**src/hdl/rpu_defines.svh**
```systemverilog
// Constants of the receive process-data unit: dictionary indices,
// field positions and reset values. Definitions only.
`ifndef RPU_DEFINES_SVH
`define RPU_DEFINES_SVH
`define RPU_COMM_BASE 16'h1400
`define RPU_MAP_BASE 16'h1600
`define RPU_COMM_LAST 32'h0000_0002
`define RPU_ID_DIS_BIT 31
`define RPU_ID_BASE 11'h200
`define RPU_ID_STEP 11'h100
`define RPU_TT_RST 8'hFE
`define RPU_TT_SYNC_MAX 8'hF0
`define RPU_TT_RSV_LO 8'hF1
`define RPU_TT_RSV_HI 8'hFD
`define RPU_CNT_RST 3'h2
`define RPU_MAP1_RST 32'h22AC_0010
`define RPU_MAP2_RST 32'h22AD_0010
`define RPU_MAX_OBJ 32'h0000_0004
`define RPU_MAX_BITS 10'h040
`define RPU_WR_CTRL 16'h22AC
`define RPU_WR_SPEED 16'h22AD
`define RPU_WR_ACCEL 16'h2064
`define RPU_WR_DECEL 16'h2065
`endif

```
**src/hdl/rpu_pkg.sv**
```systemverilog
// Types shared by the receive process-data unit files.
// Assumes nothing beyond a SystemVerilog compiler.
package rpu_pkg;
    // Four packed 32-bit mapping entries, entry 1 in the low word
    typedef logic [127:0] rpu_map_type;
    // Unpacker sequencing
    typedef enum logic [1:0] {
        RPU_IDLE = 2'b01,
        RPU_EMIT = 2'b10
    } rpu_unp_state_type;
endpackage : rpu_pkg

```
**src/hdl/rpu_receive_pdo.sv**
```systemverilog
// Receive process-data unit: matches frames to receive channels and
// writes the mapped objects. Configuration via dictionary access port.
// Assumes the CAN controller and the NMT logic run on this clock and
// present each received frame as a one-cycle strobe.
`timescale 1ns/1ps
`include "rpu_defines.svh"
module rpu_receive_pdo
    import rpu_pkg::*;
#(
    parameter int NUM_CH = 2
) (
    // Clock and reset
    input wire logic clock,
    input wire logic reset_n,
    // Node address strap and network state
    input wire logic [6:0] node_id,
    input wire logic nmt_operational,
    input wire logic [10:0] sync_id,
    // Received frame from the CAN controller
    input wire logic frame_valid,
    input wire logic [10:0] frame_id,
    input wire logic frame_rtr,
    input wire logic [3:0] frame_len,
    input wire logic [63:0] frame_data,
    // Dictionary access from the service-data server
    input wire logic od_req,
    input wire logic od_write,
    input wire logic [15:0] od_index,
    input wire logic [7:0] od_sub,
    input wire logic [31:0] od_wdata,
    output logic od_ack,
    output logic od_abort,
    output logic [31:0] od_rdata,
    // Mapped object writes
    output logic obj_valid,
    output logic [((NUM_CH > 1) ? $clog2(NUM_CH) : 1)-1:0] obj_chan,
    output logic [15:0] obj_index,
    output logic [7:0] obj_sub,
    output logic [63:0] obj_value
);
    localparam int CW = (NUM_CH > 1) ? $clog2(NUM_CH) : 1;

    // Total mapped bits of the first n entries
    function automatic logic [9:0] map_bits(input rpu_map_type m, input logic [2:0] n);
        logic [9:0] s;
        s = 10'h000;
        for (int e = 0; e < 4; e++) begin
            if (3'(e) < n) begin
                s = s + {2'b00, m[e*32 +: 8]};
            end
        end
        map_bits = s;
    endfunction : map_bits

    // Receive mapping only admits writable operation objects, so
    // configuration data stays reachable by dictionary access alone
    function automatic logic map_allowed(input logic [15:0] idx);
        map_allowed = (idx == `RPU_WR_CTRL) || (idx == `RPU_WR_SPEED) ||
            (idx == `RPU_WR_ACCEL) || (idx == `RPU_WR_DECEL);
    endfunction : map_allowed

    // ----------------------------------------
    // Node address capture
    // ----------------------------------------
    logic [6:0] node_m_r; // First synchroniser stage
    logic [6:0] node_s_r; // Second stage
    logic [1:0] boot_r; // Lets the strap settle after release
    logic loaded_r; // Default identifiers are in place

    // ----------------------------------------
    // Channel state
    // ----------------------------------------
    logic [31:0] id_r [NUM_CH];
    logic [7:0] tt_r [NUM_CH];
    logic [2:0] cnt_r [NUM_CH];
    rpu_map_type map_r [NUM_CH];
    logic [63:0] rxbuf_r [NUM_CH]; // Data held for the next SYNC, eight bytes per channel
    logic [63:0] updbuf_r [NUM_CH]; // Data waiting for the unpacker
    logic [NUM_CH-1:0] held_r; // rxbuf_r is waiting for SYNC
    logic [NUM_CH-1:0] upd_r; // updbuf_r is waiting to unpack
    logic od_ack_r;
    logic od_abort_r;
    logic [31:0] od_rdata_r;

    // ----------------------------------------
    // Frame matching
    // ----------------------------------------
    logic [NUM_CH-1:0] match;
    logic [NUM_CH-1:0] sync_type;
    logic [NUM_CH-1:0] take;
    logic [9:0] need_bits [NUM_CH];
    // Longer length codes still carry eight bytes
    wire [3:0] len_c = (frame_len > 4'h8) ? 4'h8 : frame_len;
    wire [9:0] have_bits = {3'b000, len_c, 3'b000};
    wire rx_ok = nmt_operational & loaded_r & frame_valid & ~frame_rtr;
    wire is_sync = rx_ok & (frame_id == sync_id) & (frame_len == 4'h0);
    wire unp_busy;
    logic [CW-1:0] pick;
    wire start = ~unp_busy & (|upd_r);

    for (genvar c = 0; c < NUM_CH; c++) begin : g_ch
        assign need_bits[c] = map_bits(map_r[c], cnt_r[c]);
        // Enabled, same identifier, mapping on, enough bytes
        assign match[c] = rx_ok & ~id_r[c][`RPU_ID_DIS_BIT] & (id_r[c][10:0] == frame_id) &
            (cnt_r[c] != 3'h0) & (have_bits >= need_bits[c]);
        assign sync_type[c] = tt_r[c] <= `RPU_TT_SYNC_MAX;
        assign take[c] = start & (pick == CW'(c));
    end

    // Lowest pending channel goes first
    always_comb begin
        pick = '0;
        for (int c = NUM_CH - 1; c >= 0; c--) begin
            if (upd_r[c]) begin
                pick = CW'(c);
            end
        end
    end

    // ----------------------------------------
    // Dictionary decode
    // ----------------------------------------
    wire [15:0] comm_off = od_index - `RPU_COMM_BASE;
    wire [15:0] map_off = od_index - `RPU_MAP_BASE;
    wire comm_hit = comm_off < 16'(NUM_CH);
    wire map_hit = map_off < 16'(NUM_CH);
    wire [CW-1:0] od_ch = comm_hit ? comm_off[CW-1:0] : map_off[CW-1:0];
    wire [2:0] od_ent = od_sub[2:0] - 3'h1;
    wire [9:0] new_bits = map_bits(map_r[od_ch], od_wdata[2:0]);
    // Reserved identifier bits must stay zero
    wire id_ok = od_wdata[30:11] == 20'h0;
    // Reserved and request-only types are refused
    wire tt_ok = (od_wdata[31:8] == 24'h0) &&
        !((od_wdata[7:0] >= `RPU_TT_RSV_LO) && (od_wdata[7:0] <= `RPU_TT_RSV_HI));
    // Four objects, eight bytes at most
    wire cnt_ok = (od_wdata <= `RPU_MAX_OBJ) && (new_bits <= `RPU_MAX_BITS);
    // Whole-byte sizes from one to eight bytes
    wire size_ok = (od_wdata[2:0] == 3'h0) && (od_wdata[7:0] != 8'h0) && (od_wdata[7:0] <= 8'h40);
    // Entries change only while the mapping is off
    wire ent_ok = (cnt_r[od_ch] == 3'h0) && ((od_wdata == 32'h0) || (map_allowed(od_wdata[31:16]) && size_ok));

    logic [31:0] rd_val;
    logic hit_ok;
    logic wr_id;
    logic wr_tt;
    logic wr_cnt;
    logic wr_ent;

    // Address decode; anything not matched aborts
    always_comb begin
        rd_val = 32'h0;
        hit_ok = 1'b0;
        wr_id = 1'b0;
        wr_tt = 1'b0;
        wr_cnt = 1'b0;
        wr_ent = 1'b0;
        if (comm_hit && od_sub == 8'h00) begin
            rd_val = `RPU_COMM_LAST;
            hit_ok = !od_write;
        end else if (comm_hit && od_sub == 8'h01) begin
            rd_val = id_r[od_ch];
            hit_ok = !od_write || id_ok;
            wr_id = od_write && id_ok;
        end else if (comm_hit && od_sub == 8'h02) begin
            rd_val = {24'h0, tt_r[od_ch]};
            hit_ok = !od_write || tt_ok;
            wr_tt = od_write && tt_ok;
        end else if (map_hit && od_sub == 8'h00) begin
            rd_val = {29'h0, cnt_r[od_ch]};
            hit_ok = !od_write || cnt_ok;
            wr_cnt = od_write && cnt_ok;
        end else if (map_hit && od_sub >= 8'h01 && od_sub <= 8'h04) begin
            rd_val = map_r[od_ch][{od_ent[1:0], 5'h00} +: 32];
            hit_ok = !od_write || ent_ok;
            wr_ent = od_write && ent_ok;
        end
    end

    // ----------------------------------------
    // Strap synchroniser and default load
    // ----------------------------------------
    always_ff @(posedge clock or negedge reset_n) begin
        if (!reset_n) begin
            node_m_r <= 7'h00;
            node_s_r <= 7'h00;
            boot_r <= 2'h0;
            loaded_r <= 1'b0;
        end else begin
            node_m_r <= node_id;
            node_s_r <= node_m_r;
            if (boot_r != 2'h3) begin
                boot_r <= boot_r + 2'h1;
            end
            loaded_r <= loaded_r | (boot_r == 2'h3);
        end
    end

    // ----------------------------------------
    // Configuration, capture and hand-off
    // ----------------------------------------
    always_ff @(posedge clock or negedge reset_n) begin
        if (!reset_n) begin
            for (int c = 0; c < NUM_CH; c++) begin
                id_r[c] <= 32'h0;
                tt_r[c] <= `RPU_TT_RST;
                cnt_r[c] <= (c == 0) ? `RPU_CNT_RST : 3'h0;
                map_r[c] <= (c == 0) ? {64'h0, `RPU_MAP2_RST, `RPU_MAP1_RST} : 128'h0;
                rxbuf_r[c] <= 64'h0;
                updbuf_r[c] <= 64'h0;
            end
            held_r <= '0;
            upd_r <= '0;
        end else begin
            for (int c = 0; c < NUM_CH; c++) begin
                // Identifier defaults follow the node address once settled
                if (!loaded_r && boot_r == 2'h3) begin
                    id_r[c] <= {21'h0, `RPU_ID_BASE + 11'(c) * `RPU_ID_STEP + {4'h0, node_s_r}};
                end
                // Synchronous types park the payload
                if (match[c] && sync_type[c]) begin
                    rxbuf_r[c] <= frame_data;
                end
                // Immediate types hand over at once, SYNC releases parked data
                if (match[c] && !sync_type[c]) begin
                    updbuf_r[c] <= frame_data;
                end else if (is_sync && held_r[c]) begin
                    updbuf_r[c] <= rxbuf_r[c];
                end
                // Leaving operational drops whatever is pending
                if (!nmt_operational) begin
                    held_r[c] <= 1'b0;
                    upd_r[c] <= 1'b0;
                end else begin
                    held_r[c] <= (match[c] && sync_type[c]) || (held_r[c] && !is_sync);
                    // A new hand-over wins over the unpacker taking the old one
                    upd_r[c] <= (match[c] && !sync_type[c]) || (is_sync && held_r[c]) || (upd_r[c] && !take[c]);
                end
            end
            if (od_req && wr_id) begin
                id_r[od_ch] <= od_wdata;
            end
            if (od_req && wr_tt) begin
                tt_r[od_ch] <= od_wdata[7:0];
            end
            if (od_req && wr_cnt) begin
                cnt_r[od_ch] <= od_wdata[2:0];
            end
            if (od_req && wr_ent) begin
                map_r[od_ch][{od_ent[1:0], 5'h00} +: 32] <= od_wdata;
            end
        end
    end

    // Answer one cycle after each request
    always_ff @(posedge clock or negedge reset_n) begin
        if (!reset_n) begin
            od_ack_r <= 1'b0;
            od_abort_r <= 1'b0;
            od_rdata_r <= 32'h0;
        end else begin
            od_ack_r <= od_req;
            od_abort_r <= od_req && !hit_ok;
            od_rdata_r <= (od_req && !od_write && hit_ok) ? rd_val : 32'h0;
        end
    end

    assign od_ack = od_ack_r;
    assign od_abort = od_abort_r;
    assign od_rdata = od_rdata_r;

    // ----------------------------------------
    // Unpacker
    // ----------------------------------------
    rpu_unpack #(
        .CW(CW)
    ) u_unpack (
        .clock(clock),
        .reset_n(reset_n),
        .start(start),
        .start_chan(pick),
        .start_data(updbuf_r[pick]),
        .start_map(map_r[pick]),
        .start_cnt(cnt_r[pick]),
        .busy(unp_busy),
        .obj_valid(obj_valid),
        .obj_chan(obj_chan),
        .obj_index(obj_index),
        .obj_sub(obj_sub),
        .obj_value(obj_value)
    );
endmodule : rpu_receive_pdo

```
**src/hdl/rpu_unpack.sv**
```systemverilog
// Splits one payload into mapped object writes, one object per cycle.
// Assumes start only arrives while busy is low.
`timescale 1ns/1ps
module rpu_unpack
    import rpu_pkg::*;
#(
    parameter int CW = 1
) (
    // Clock and reset
    input wire logic clock,
    input wire logic reset_n,
    // Start request
    input wire logic start,
    input wire logic [CW-1:0] start_chan,
    input wire logic [63:0] start_data,
    input wire rpu_map_type start_map,
    input wire logic [2:0] start_cnt,
    output logic busy,
    // Object write stream
    output logic obj_valid,
    output logic [CW-1:0] obj_chan,
    output logic [15:0] obj_index,
    output logic [7:0] obj_sub,
    output logic [63:0] obj_value
);
    // Keeps only the low bits of a value of the given size
    function automatic logic [63:0] size_mask(input logic [7:0] bits);
        if (bits >= 8'h40) begin
            size_mask = 64'hFFFF_FFFF_FFFF_FFFF;
        end else begin
            size_mask = (64'h1 << bits) - 64'h1;
        end
    endfunction : size_mask

    // ----------------------------------------
    // Working copy
    // ----------------------------------------
    rpu_unp_state_type state_r; // Sequencer
    logic [63:0] data_r; // Payload copy, safe from new frames
    rpu_map_type map_r; // Mapping copy, safe from reconfiguration
    logic [2:0] cnt_r; // Active entries
    logic [2:0] pos_r; // Entry being emitted
    logic [3:0] off_r; // Byte offset of that entry
    logic [CW-1:0] chan_r;
    logic obj_valid_r;
    logic [15:0] obj_index_r;
    logic [7:0] obj_sub_r;
    logic [63:0] obj_value_r;

    wire [31:0] cur = map_r[{pos_r[1:0], 5'h00} +: 32];
    wire [63:0] shifted = data_r >> {off_r[2:0], 3'h0}; // Byte 0 is least significant
    wire last = (pos_r + 3'h1) == cnt_r;
    wire [63:0] first_val = start_data & size_mask(start_map[7:0]);

    assign busy = state_r == RPU_EMIT;
    assign obj_valid = obj_valid_r;
    assign obj_chan = chan_r;
    assign obj_index = obj_index_r;
    assign obj_sub = obj_sub_r;
    assign obj_value = obj_value_r;

    // ----------------------------------------
    // Sequencer
    // ----------------------------------------
    always_ff @(posedge clock or negedge reset_n) begin
        if (!reset_n) begin
            state_r <= RPU_IDLE;
            data_r <= 64'h0;
            map_r <= 128'h0;
            cnt_r <= 3'h0;
            pos_r <= 3'h0;
            off_r <= 4'h0;
            chan_r <= '0;
            obj_valid_r <= 1'b0;
            obj_index_r <= 16'h0;
            obj_sub_r <= 8'h0;
            obj_value_r <= 64'h0;
        end else begin
            obj_valid_r <= 1'b0;
            case (state_r)
                RPU_IDLE: begin
                    // An empty mapping emits nothing
                    if (start && start_cnt != 3'h0) begin
                        data_r <= start_data;
                        map_r <= start_map;
                        cnt_r <= start_cnt;
                        chan_r <= start_chan;
                        pos_r <= 3'h0;
                        off_r <= 4'h0; // Entries fill from byte zero
                        state_r <= RPU_EMIT;
                    end
                end
                RPU_EMIT: begin
                    obj_valid_r <= 1'b1;
                    obj_index_r <= cur[31:16]; // Index, sub-index, size
                    obj_sub_r <= cur[15:8];
                    obj_value_r <= shifted & size_mask(cur[7:0]);
                    pos_r <= pos_r + 3'h1;
                    off_r <= off_r + cur[6:3]; // Next object follows in entry order
                    if (last) begin
                        state_r <= RPU_IDLE;
                    end
                end
                default: begin
                    state_r <= RPU_IDLE;
                end
            endcase
        end
    end
endmodule : rpu_unpack

```
**config.mk**
```make
export PLATFORM = sky130hd
export DESIGN_NAME = rpu_receive_pdo
export DESIGN_NICKNAME = d
export VERILOG_FILES = /design/src/hdl/rpu_pkg.sv /design/src/hdl/rpu_receive_pdo.sv /design/src/hdl/rpu_unpack.sv
export VERILOG_INCLUDE_DIRS = /design/src /design/src/hdl
export SDC_FILE = /design/constraint.sdc
export NUM_CORES = 2
export LEC_CHECK = 0
export ABC_AREA = 1
export BUFFER_PORTS_ARGS = -buffer_cell sky130_fd_sc_hd__buf_2
export CORE_AREA = 2 2 366 368
export CTS_BUF_LIST = sky130_fd_sc_hd__clkbuf_8
export DETAILED_ROUTE_END_ITERATION = 10
export DIE_AREA = 0 0 368 370
export SKIP_CTS_REPAIR_TIMING = 1
export SYNTH_ARGS = -nofsm -noshare
export SYNTH_HDL_FRONTEND = slang
export SYNTH_SLANG_ARGS = --single-unit
```
**constraint.sdc**
```tcl
create_clock -name clock -period 6.1 [get_ports clock]
set_clock_uncertainty 0.05 [all_clocks]
set_input_delay 0.305 -clock clock [delete_from_list [all_inputs] [get_ports clock]]
set_output_delay 0.305 -clock clock [all_outputs]
set_load 0.01 [all_outputs]
```
Yosys cells after proc, flatten, opt, wreduce, memory -nomap -nowiden
Index checks and enable logic that the tools add are counted.
{ "op_classes": {"n_addsub": 19, "order_cmp": 30, "n_eq_ne": 16, "shifts": 6, "mux": 95, "n_bitwise": 25, "n_reduce_logical": 78} }
{ "op_table": {"columns": ["operator", "count"], "rows": [
  ["$mux W128", 7],
  ["$mux W64", 10],
  ["$mux W32", 12],
  ["$bwmux W256", 1],
  ["$shiftx A128 B8 Y32", 2],
  ["$demux W128 S1", 1],
  ["$shift A32 B9 Y128 const A", 1],
  ["$shiftx A32 B9 Y128", 1],
  ["$add A10 B8 Y10", 9],
  ["$mux W10", 9],
  ["$and A64 B64 Y64", 1],
  ["$bwmux W64", 1],
  ["$eq A16 B14 Y1 const B", 4],
  ["$shl A1 B8 Y64 const A", 1],
  ["$shr A64 B6 Y64", 1],
  ["$sub A64 B1 Y64 const B", 1],
  ["$mux W8", 7],
  ["$logic_and A1 B1 Y1", 37],
  ["$eq A11 B11 Y1", 3],
  ["$demux W32 S1", 1],
  ["$le A32 B3 Y1 const B", 1],
  ["$logic_not A32 Y1", 1],
  ["$lt A16 B2 Y1 const B", 2],
  ["$sub A16 B13 Y16 const B", 2],
  ["other kinds (53)", 153]
]} }
{ "totals": {"register_bits": 947, "in_bits": 160, "out_inout_bits": 124, "word_cells": 301} }

Logic depth before layout (Yosys ltp)
{ "logic_depth": {"word_depth": 23, "mapped_depth": 45} }

By module
A second synthesis with hierarchy kept.
{ "unflattened": {"cells_unflattened": 7566, "area_unflattened_um2": 53887.9} }
{ "modules_own_cells": {"columns": ["module", "n_inst", "cells_per_inst", "area_per_inst_um2", "seq_area_each_um2"], "rows": [
  ["rpu_receive_pdo", 1, 5344, 37798.8, 16378.2],
  ["rpu_unpack", 1, 2222, 16089.2, 7333.3]
]} }

Worst setup path before layout
OpenSTA, ideal clock, no wires.
{ "synth_path": {"path_type": "reg2reg", "startpoint": "register cnt_r[1] (netlist name)", "endpoint": "register updbuf_r[0] (netlist name)", "arrival_ns": 5.861, "required_time_ns": 5.981, "slack_ns": 0.120, "path_stages_with_launch": 40, "path_buffers": 2, "synth_period_minus_slack_ns": 5.980, "path_cell_list": "dfrtp_1 -> nor2_1 -> inv_1 -> nor2_2 -> nor2_1 -> ha_1 -> inv_1 -> fa_1 -> o21ai_0 -> inv_1 -> fa_1 -> xor2_1 -> nand2_1 -> and2_1 -> ha_1 -> a21oi_1 -> nand2_1 -> a21oi_1 -> [... 4 more ...] -> ha_1 -> nand2_1 -> inv_1 -> nand2_1 -> o21bai_1 -> inv_1 -> nand2_1 -> inv_1 -> nand2_1 -> nand2_1 -> nand2_1 -> nand2_1 -> nand4_1 -> nor3_1 -> clkbuf_1 -> clkbuf_1 -> nand4_1 -> nand3_1"} }
{ "synth_between": {"elab_chain_len": 12} }
{ "synth_rtl": {"columns": ["element", "line_no", "rtl"], "rows": [
  ["start: declaration", "rpu_receive_pdo.sv:75", "logic [2:0] cnt_r [NUM_CH];"],
  ["start signal: indexed assignment", "rpu_receive_pdo.sv:206", "cnt_r[c] <= (c == 0) ? `RPU_CNT_RST : 3'h0;"],
  ["start signal: indexed assignment", "rpu_receive_pdo.sv:246", "cnt_r[od_ch] <= od_wdata[2:0];"],
  ["$lt A1 B3 Y1", "rpu_receive_pdo.sv:48", "if (3'(e) < n) begin"],
  ["$mux W8", "rpu_receive_pdo.sv:48", null],
  ["$add A10 B8 Y10", "rpu_receive_pdo.sv:49", "s = s + {2'b00, m[e*32 +: 8]};"],
  ["$mux W10", "rpu_receive_pdo.sv:48", null],
  ["$add A10 B8 Y10", "rpu_receive_pdo.sv:49", null],
  ["$mux W10", "rpu_receive_pdo.sv:48", null],
  ["$add A10 B8 Y10", "rpu_receive_pdo.sv:49", null],
  ["$mux W10", "rpu_receive_pdo.sv:48", null],
  ["$ge A7 B10 Y1", "rpu_receive_pdo.sv:105", "(cnt_r[c] != 3'h0) & (have_bits >= need_bits[c]);"],
  ["$and A1 B1 Y1 (*)", "rpu_receive_pdo.sv:104", "assign match[c] = rx_ok & ~id_r[c][`RPU_ID_DIS_BIT] & (id_r[c][10:0] == frame_id) &"],
  ["$logic_and A1 B1 Y1 (*)", "rpu_receive_pdo.sv:224", "if (match[c] && !sync_type[c]) begin"],
  ["$mux W64 or $reduce_bool A2 Y1 (tied branches)", null, null],
  ["end signal: indexed assignment", "rpu_receive_pdo.sv:225", "updbuf_r[c] <= frame_data;"],
  ["end signal: indexed assignment", "rpu_receive_pdo.sv:227", "updbuf_r[c] <= rxbuf_r[c];"],
  ["end: declaration", "rpu_receive_pdo.sv:78", "logic [63:0] updbuf_r [NUM_CH];"]
]} }
Every way passes the cells marked *; elsewhere a longest branch is shown, timed or not.
A chain may end at the register's enable or synchronous reset.

Worst setup path in the final report
{ "layout_path": {"startpoint": "register cnt_r[4] (netlist name)", "endpoint": "register rxbuf_r[85] (netlist name)"} }
{ "layout_between": {"elab_chain_len": 11} }
{ "layout_rtl": {"columns": ["element", "line_no", "rtl"], "rows": [
  ["$lt A1 B3 Y1", "rpu_receive_pdo.sv:48", null],
  ["$mux W8", "rpu_receive_pdo.sv:48", null],
  ["$add A10 B8 Y10", "rpu_receive_pdo.sv:49", null],
  ["$mux W10", "rpu_receive_pdo.sv:48", null],
  ["$add A10 B8 Y10", "rpu_receive_pdo.sv:49", null],
  ["$mux W10", "rpu_receive_pdo.sv:48", null],
  ["$add A10 B8 Y10", "rpu_receive_pdo.sv:49", null],
  ["$mux W10", "rpu_receive_pdo.sv:48", null],
  ["$ge A7 B10 Y1", "rpu_receive_pdo.sv:105", null],
  ["$and A1 B1 Y1 (*)", "rpu_receive_pdo.sv:104", null],
  ["$logic_and A1 B1 Y1 (*)", "rpu_receive_pdo.sv:220", "if (match[c] && sync_type[c]) begin"],
  ["end signal: indexed assignment", "rpu_receive_pdo.sv:221", "rxbuf_r[c] <= frame_data;"],
  ["end: declaration", "rpu_receive_pdo.sv:77", "logic [63:0] rxbuf_r [NUM_CH];"]
]} }
Marks and branches as above.

==> run metrics <==
WP buf/inv=8; EDFF count, synth=0; CP startpoint kind=flip-flop; die height=370 um; Hold Path Class=in -> async; IO buf count=about 280; Fmax=between 150 and 200 MHz; WHS=-0.0394 ns; die footprint=136000 um2; Period Utilization, post-route=a little over 90%; CTS tree=built; final antenna-violating net count=0; largest net degree at the start of global routing=between 150 and 200; register area=23700 um2; FF-to-FF path depth=38; share of power burned in registers=roughly 48%; io pins=between 200 and 300; ys async rst share=between 90% and 100%; Switch Pwr=between 3 and 4 mW; # setup viols final=0; fin nets=a little under 8000; initial core utilization=roughly 40%; crit-path most repeated cell=nand2_1; PD cells=around 210 nW/um2; crit path max fanout=31; CTS Buffer Depth=3; outcome=finished with violations; Syn Inst Count=approximately 7200; Worst EP arrival=~6.4 ns; Critical Path End=rxbuf_r[85]; cell leakage power=between 30 and 40 nW; power share of the combinational group=5.2%; switching share of power=~26%; Synth Flop Type=dfrtp_1; All-Layer GR Usage=about 27%; vias in the first global route=around 47000; violated checks=hold timing; share of cells above drive strength 1=between 10% and 20%; Yosys reg bits=between 900 and 1000; Worst Setup End Kind=flip-flop; First-pass DRT Iterations=6; clock sink count=between 900 and 1000; TritonCTS Buffers=170; Syn Area/Cell=roughly 7.3 um2; most common cell after layout, fill and taps aside=nand2_1; dominant delay contributor by cell family on the critical path=simple AND/OR/NAND/NOR gates; Critical Path Stages=38; Area Overhead vs Synth=16.4%; cell at the slowest stage of the critical path=dfstp_2; final hold vios=6; Pwr Total=about 13 mW; Synth Cell Area=roughly 53000 um2; area of the multi-input gates=approximately 24000 um2; clock share of power=around 46%; maximum vdd drop=about 0.22 mV; CP startpoint=cnt_r[4]; Initial DRC Count=5129; critical path class=reg -> reg; reg-to-reg critical path startpoint=cnt_r[4]; sequential area share after synthesis=45.0%; total grt overflow=0; clk slew on worst S/H paths=0.06 ns; Synth cell types=slightly below 60; most frequent cells in the layout=nand2_1 (1876), inv_1 (965), dfrtp_1 (910), o21ai_0 (695), nor2_1 (671); Internal=between 9 and 10 mW; CTS Root Cell=clkbuf_8; DR WL/cell=slightly above 20 um; Clk Latency, worst-skew pair=0.92 ns; Vias/cell=5.37; syn_nets=7504; wire length of the first global-routing pass=between 200000 and 300000 um; Detailed Place HPWL=129000 um; Max-cap violations=0; H-tree levels=4; CP peak stage delay=approximately 0.55 ns; FF-to-FF setup slack=a little over 0.4 ns; worst-margin pin slew=between 1 and 1.5 ns; gpl congestion=between 0.9 and 1; end of the worst register-to-register path=rxbuf_r[85]; crit path time final=5.70 ns; Slew Limit Headroom=~23%; Placed Area=~56000 um2; Remaining DRCs=0; Yosys Warn Count=0; Core Area=132000 um2; via count=between 50000 and 60000; design area=roughly 61000 um2; Slew Viols, Final=0; fillers=around 14000; initial antenna violation count=1; Post-Route WL=between 150000 and 200000 um; Die X=368 um; row count=between 100 and 150; Required @ worst endpoint=6.82 ns
==> layout make-up <==
type,instances,share of cell area (%)
tap,1768,3.61
clock buffer,206,4.63
sequential,946,38.7
antenna,3,0.0122
clock inverter,101,1.00
inverter,912,5.60
multi-input combinational,4955,39.6
timing repair buffer,543,6.82
==> sequential cells by signal (all words and copies together), names as in the netlist, 32 cells and up <==
register            cells
map_r                 256
rxbuf_r               128
u_unpack.map_r        128
updbuf_r              128
id_r                   64
u_unpack.data_r        64
u_unpack.obj_value     64
od_rdata               32
==> power by group through the flow <==
| stage | logic, mW | clock network (mW) | registers (mW) |
|---|---|---|---|
| after floorplan | 0.261 | 0 | 6.43 |
| after global placement | 0.626 | 0 | 6.44 |
| after detailed placement | 0.630 | 0 | 6.44 |
| after CTS | 0.631 | 6.20 | 6.33 |
| after global routing | 0.756 | 6.48 | 6.33 |
| final | 0.681 | 6.08 | 6.33 |
==> synth_stat cells, types with 3 or more instances <==
library cell	n	area [um2]
xor2_1	33	289
a221o_1	4	40.0
inv_2	4	15.0
nor3b_1	3	22.5
nor2_1	681	2560
o2111ai_1	3	26.3
buf_2	26	130
nand4_1	152	951
and2_1	3	18.8
nor4_1	15	93.8
nor3_1	30	150
a32o_1	7	70.1
o21ai_1	11	55.1
o32ai_1	20	175
nor3_2	3	30.0
fa_1	10	200
inv_1	899	3370
o211ai_1	98	736
xnor2_1	23	201
buf_1	22	82.6
o21a_1	3	22.5
nor2_2	3	18.8
clkinv_1	9	33.8
o21ai_0	721	3610
clkbuf_1	382	1430
nand3b_1	32	240
o31ai_1	5	37.5
or2_2	15	93.8
nand2_1	1885	7080
a31oi_1	153	957
nand3_2	8	80.1
a21oi_1	181	906
mux2i_1	11	110
dfstp_2	31	815
o21bai_1	4	30.0
a221oi_1	3	26.3
dfrtp_1	915	22900
o22ai_1	68	425
a21o_1	3	22.5
ha_1	92	1150
nand3_1	646	3230
==> worst reg2reg max path, delay by kind of cell (launching register included) <==
kind,cells,cell delay [ns]
compound gates,7,1.04
xor+xnor,2,0.34
fa+ha+maj,4,1.14
buf+inv,8,1.10
flops,1,0.55
simple gates,17,1.35
==> layer usage <==
layer / global-route usage (%) / up-vias / wire [um]
met3: 4.03 / 344 / 13400
met2: 41.5 / 1840 / 85500
met1: 38.4 / 24300 / 85900
met4: 9.11 / 0 / 6810
met5: 0 / - / 0
li1: - / 24200 / -
==> per-stage QoR <==
step / hold slack (ns) / worst slack (ns) / setup TNS (ns) / cells / utilization (%)
floorplan: -0.0406 / 0.120 / 0 / 7242 / -
global placement: 0.285 / 0.174 / 0 / 8987 / 42.2
detailed placement: 0.285 / 0.154 / 0 / 8987 / 42.2
CTS: -0.652 / 0.0964 / 0 / 9294 / 44.8
global route: 0.00320 / -0.0280 / -0.581 / 9433 / 46.3
finish: -0.0394 / 0.403 / 0 / 9434 / 46.3
==> worst min path at each step <==
stage | endpoint | cells past startpoint
after floorplan | boot_r[0] | 0
after global placement | node_s_r[4] | 0
after detailed placement | node_s_r[0] | 0
after CTS | node_m_r[1] | 1
after global routing | od_rdata[25] | 2
final | od_rdata[25] | 2
==> cell families after synthesis <==
kind of cell             after synthesis  synth area share (%)
AND/OR/NAND/NOR                     3484                  27.8
buffers and inverters               1344                  9.65
AO/OA/AOI/OAI                       1299                  13.8
flip-flops                           946                  45.0
adder cells (fa/ha/maj)              102                  2.57
XOR/XNOR                              56                 0.932
multiplexers                          11                 0.209
Note: power is estimated with default switching activity, not from simulation.
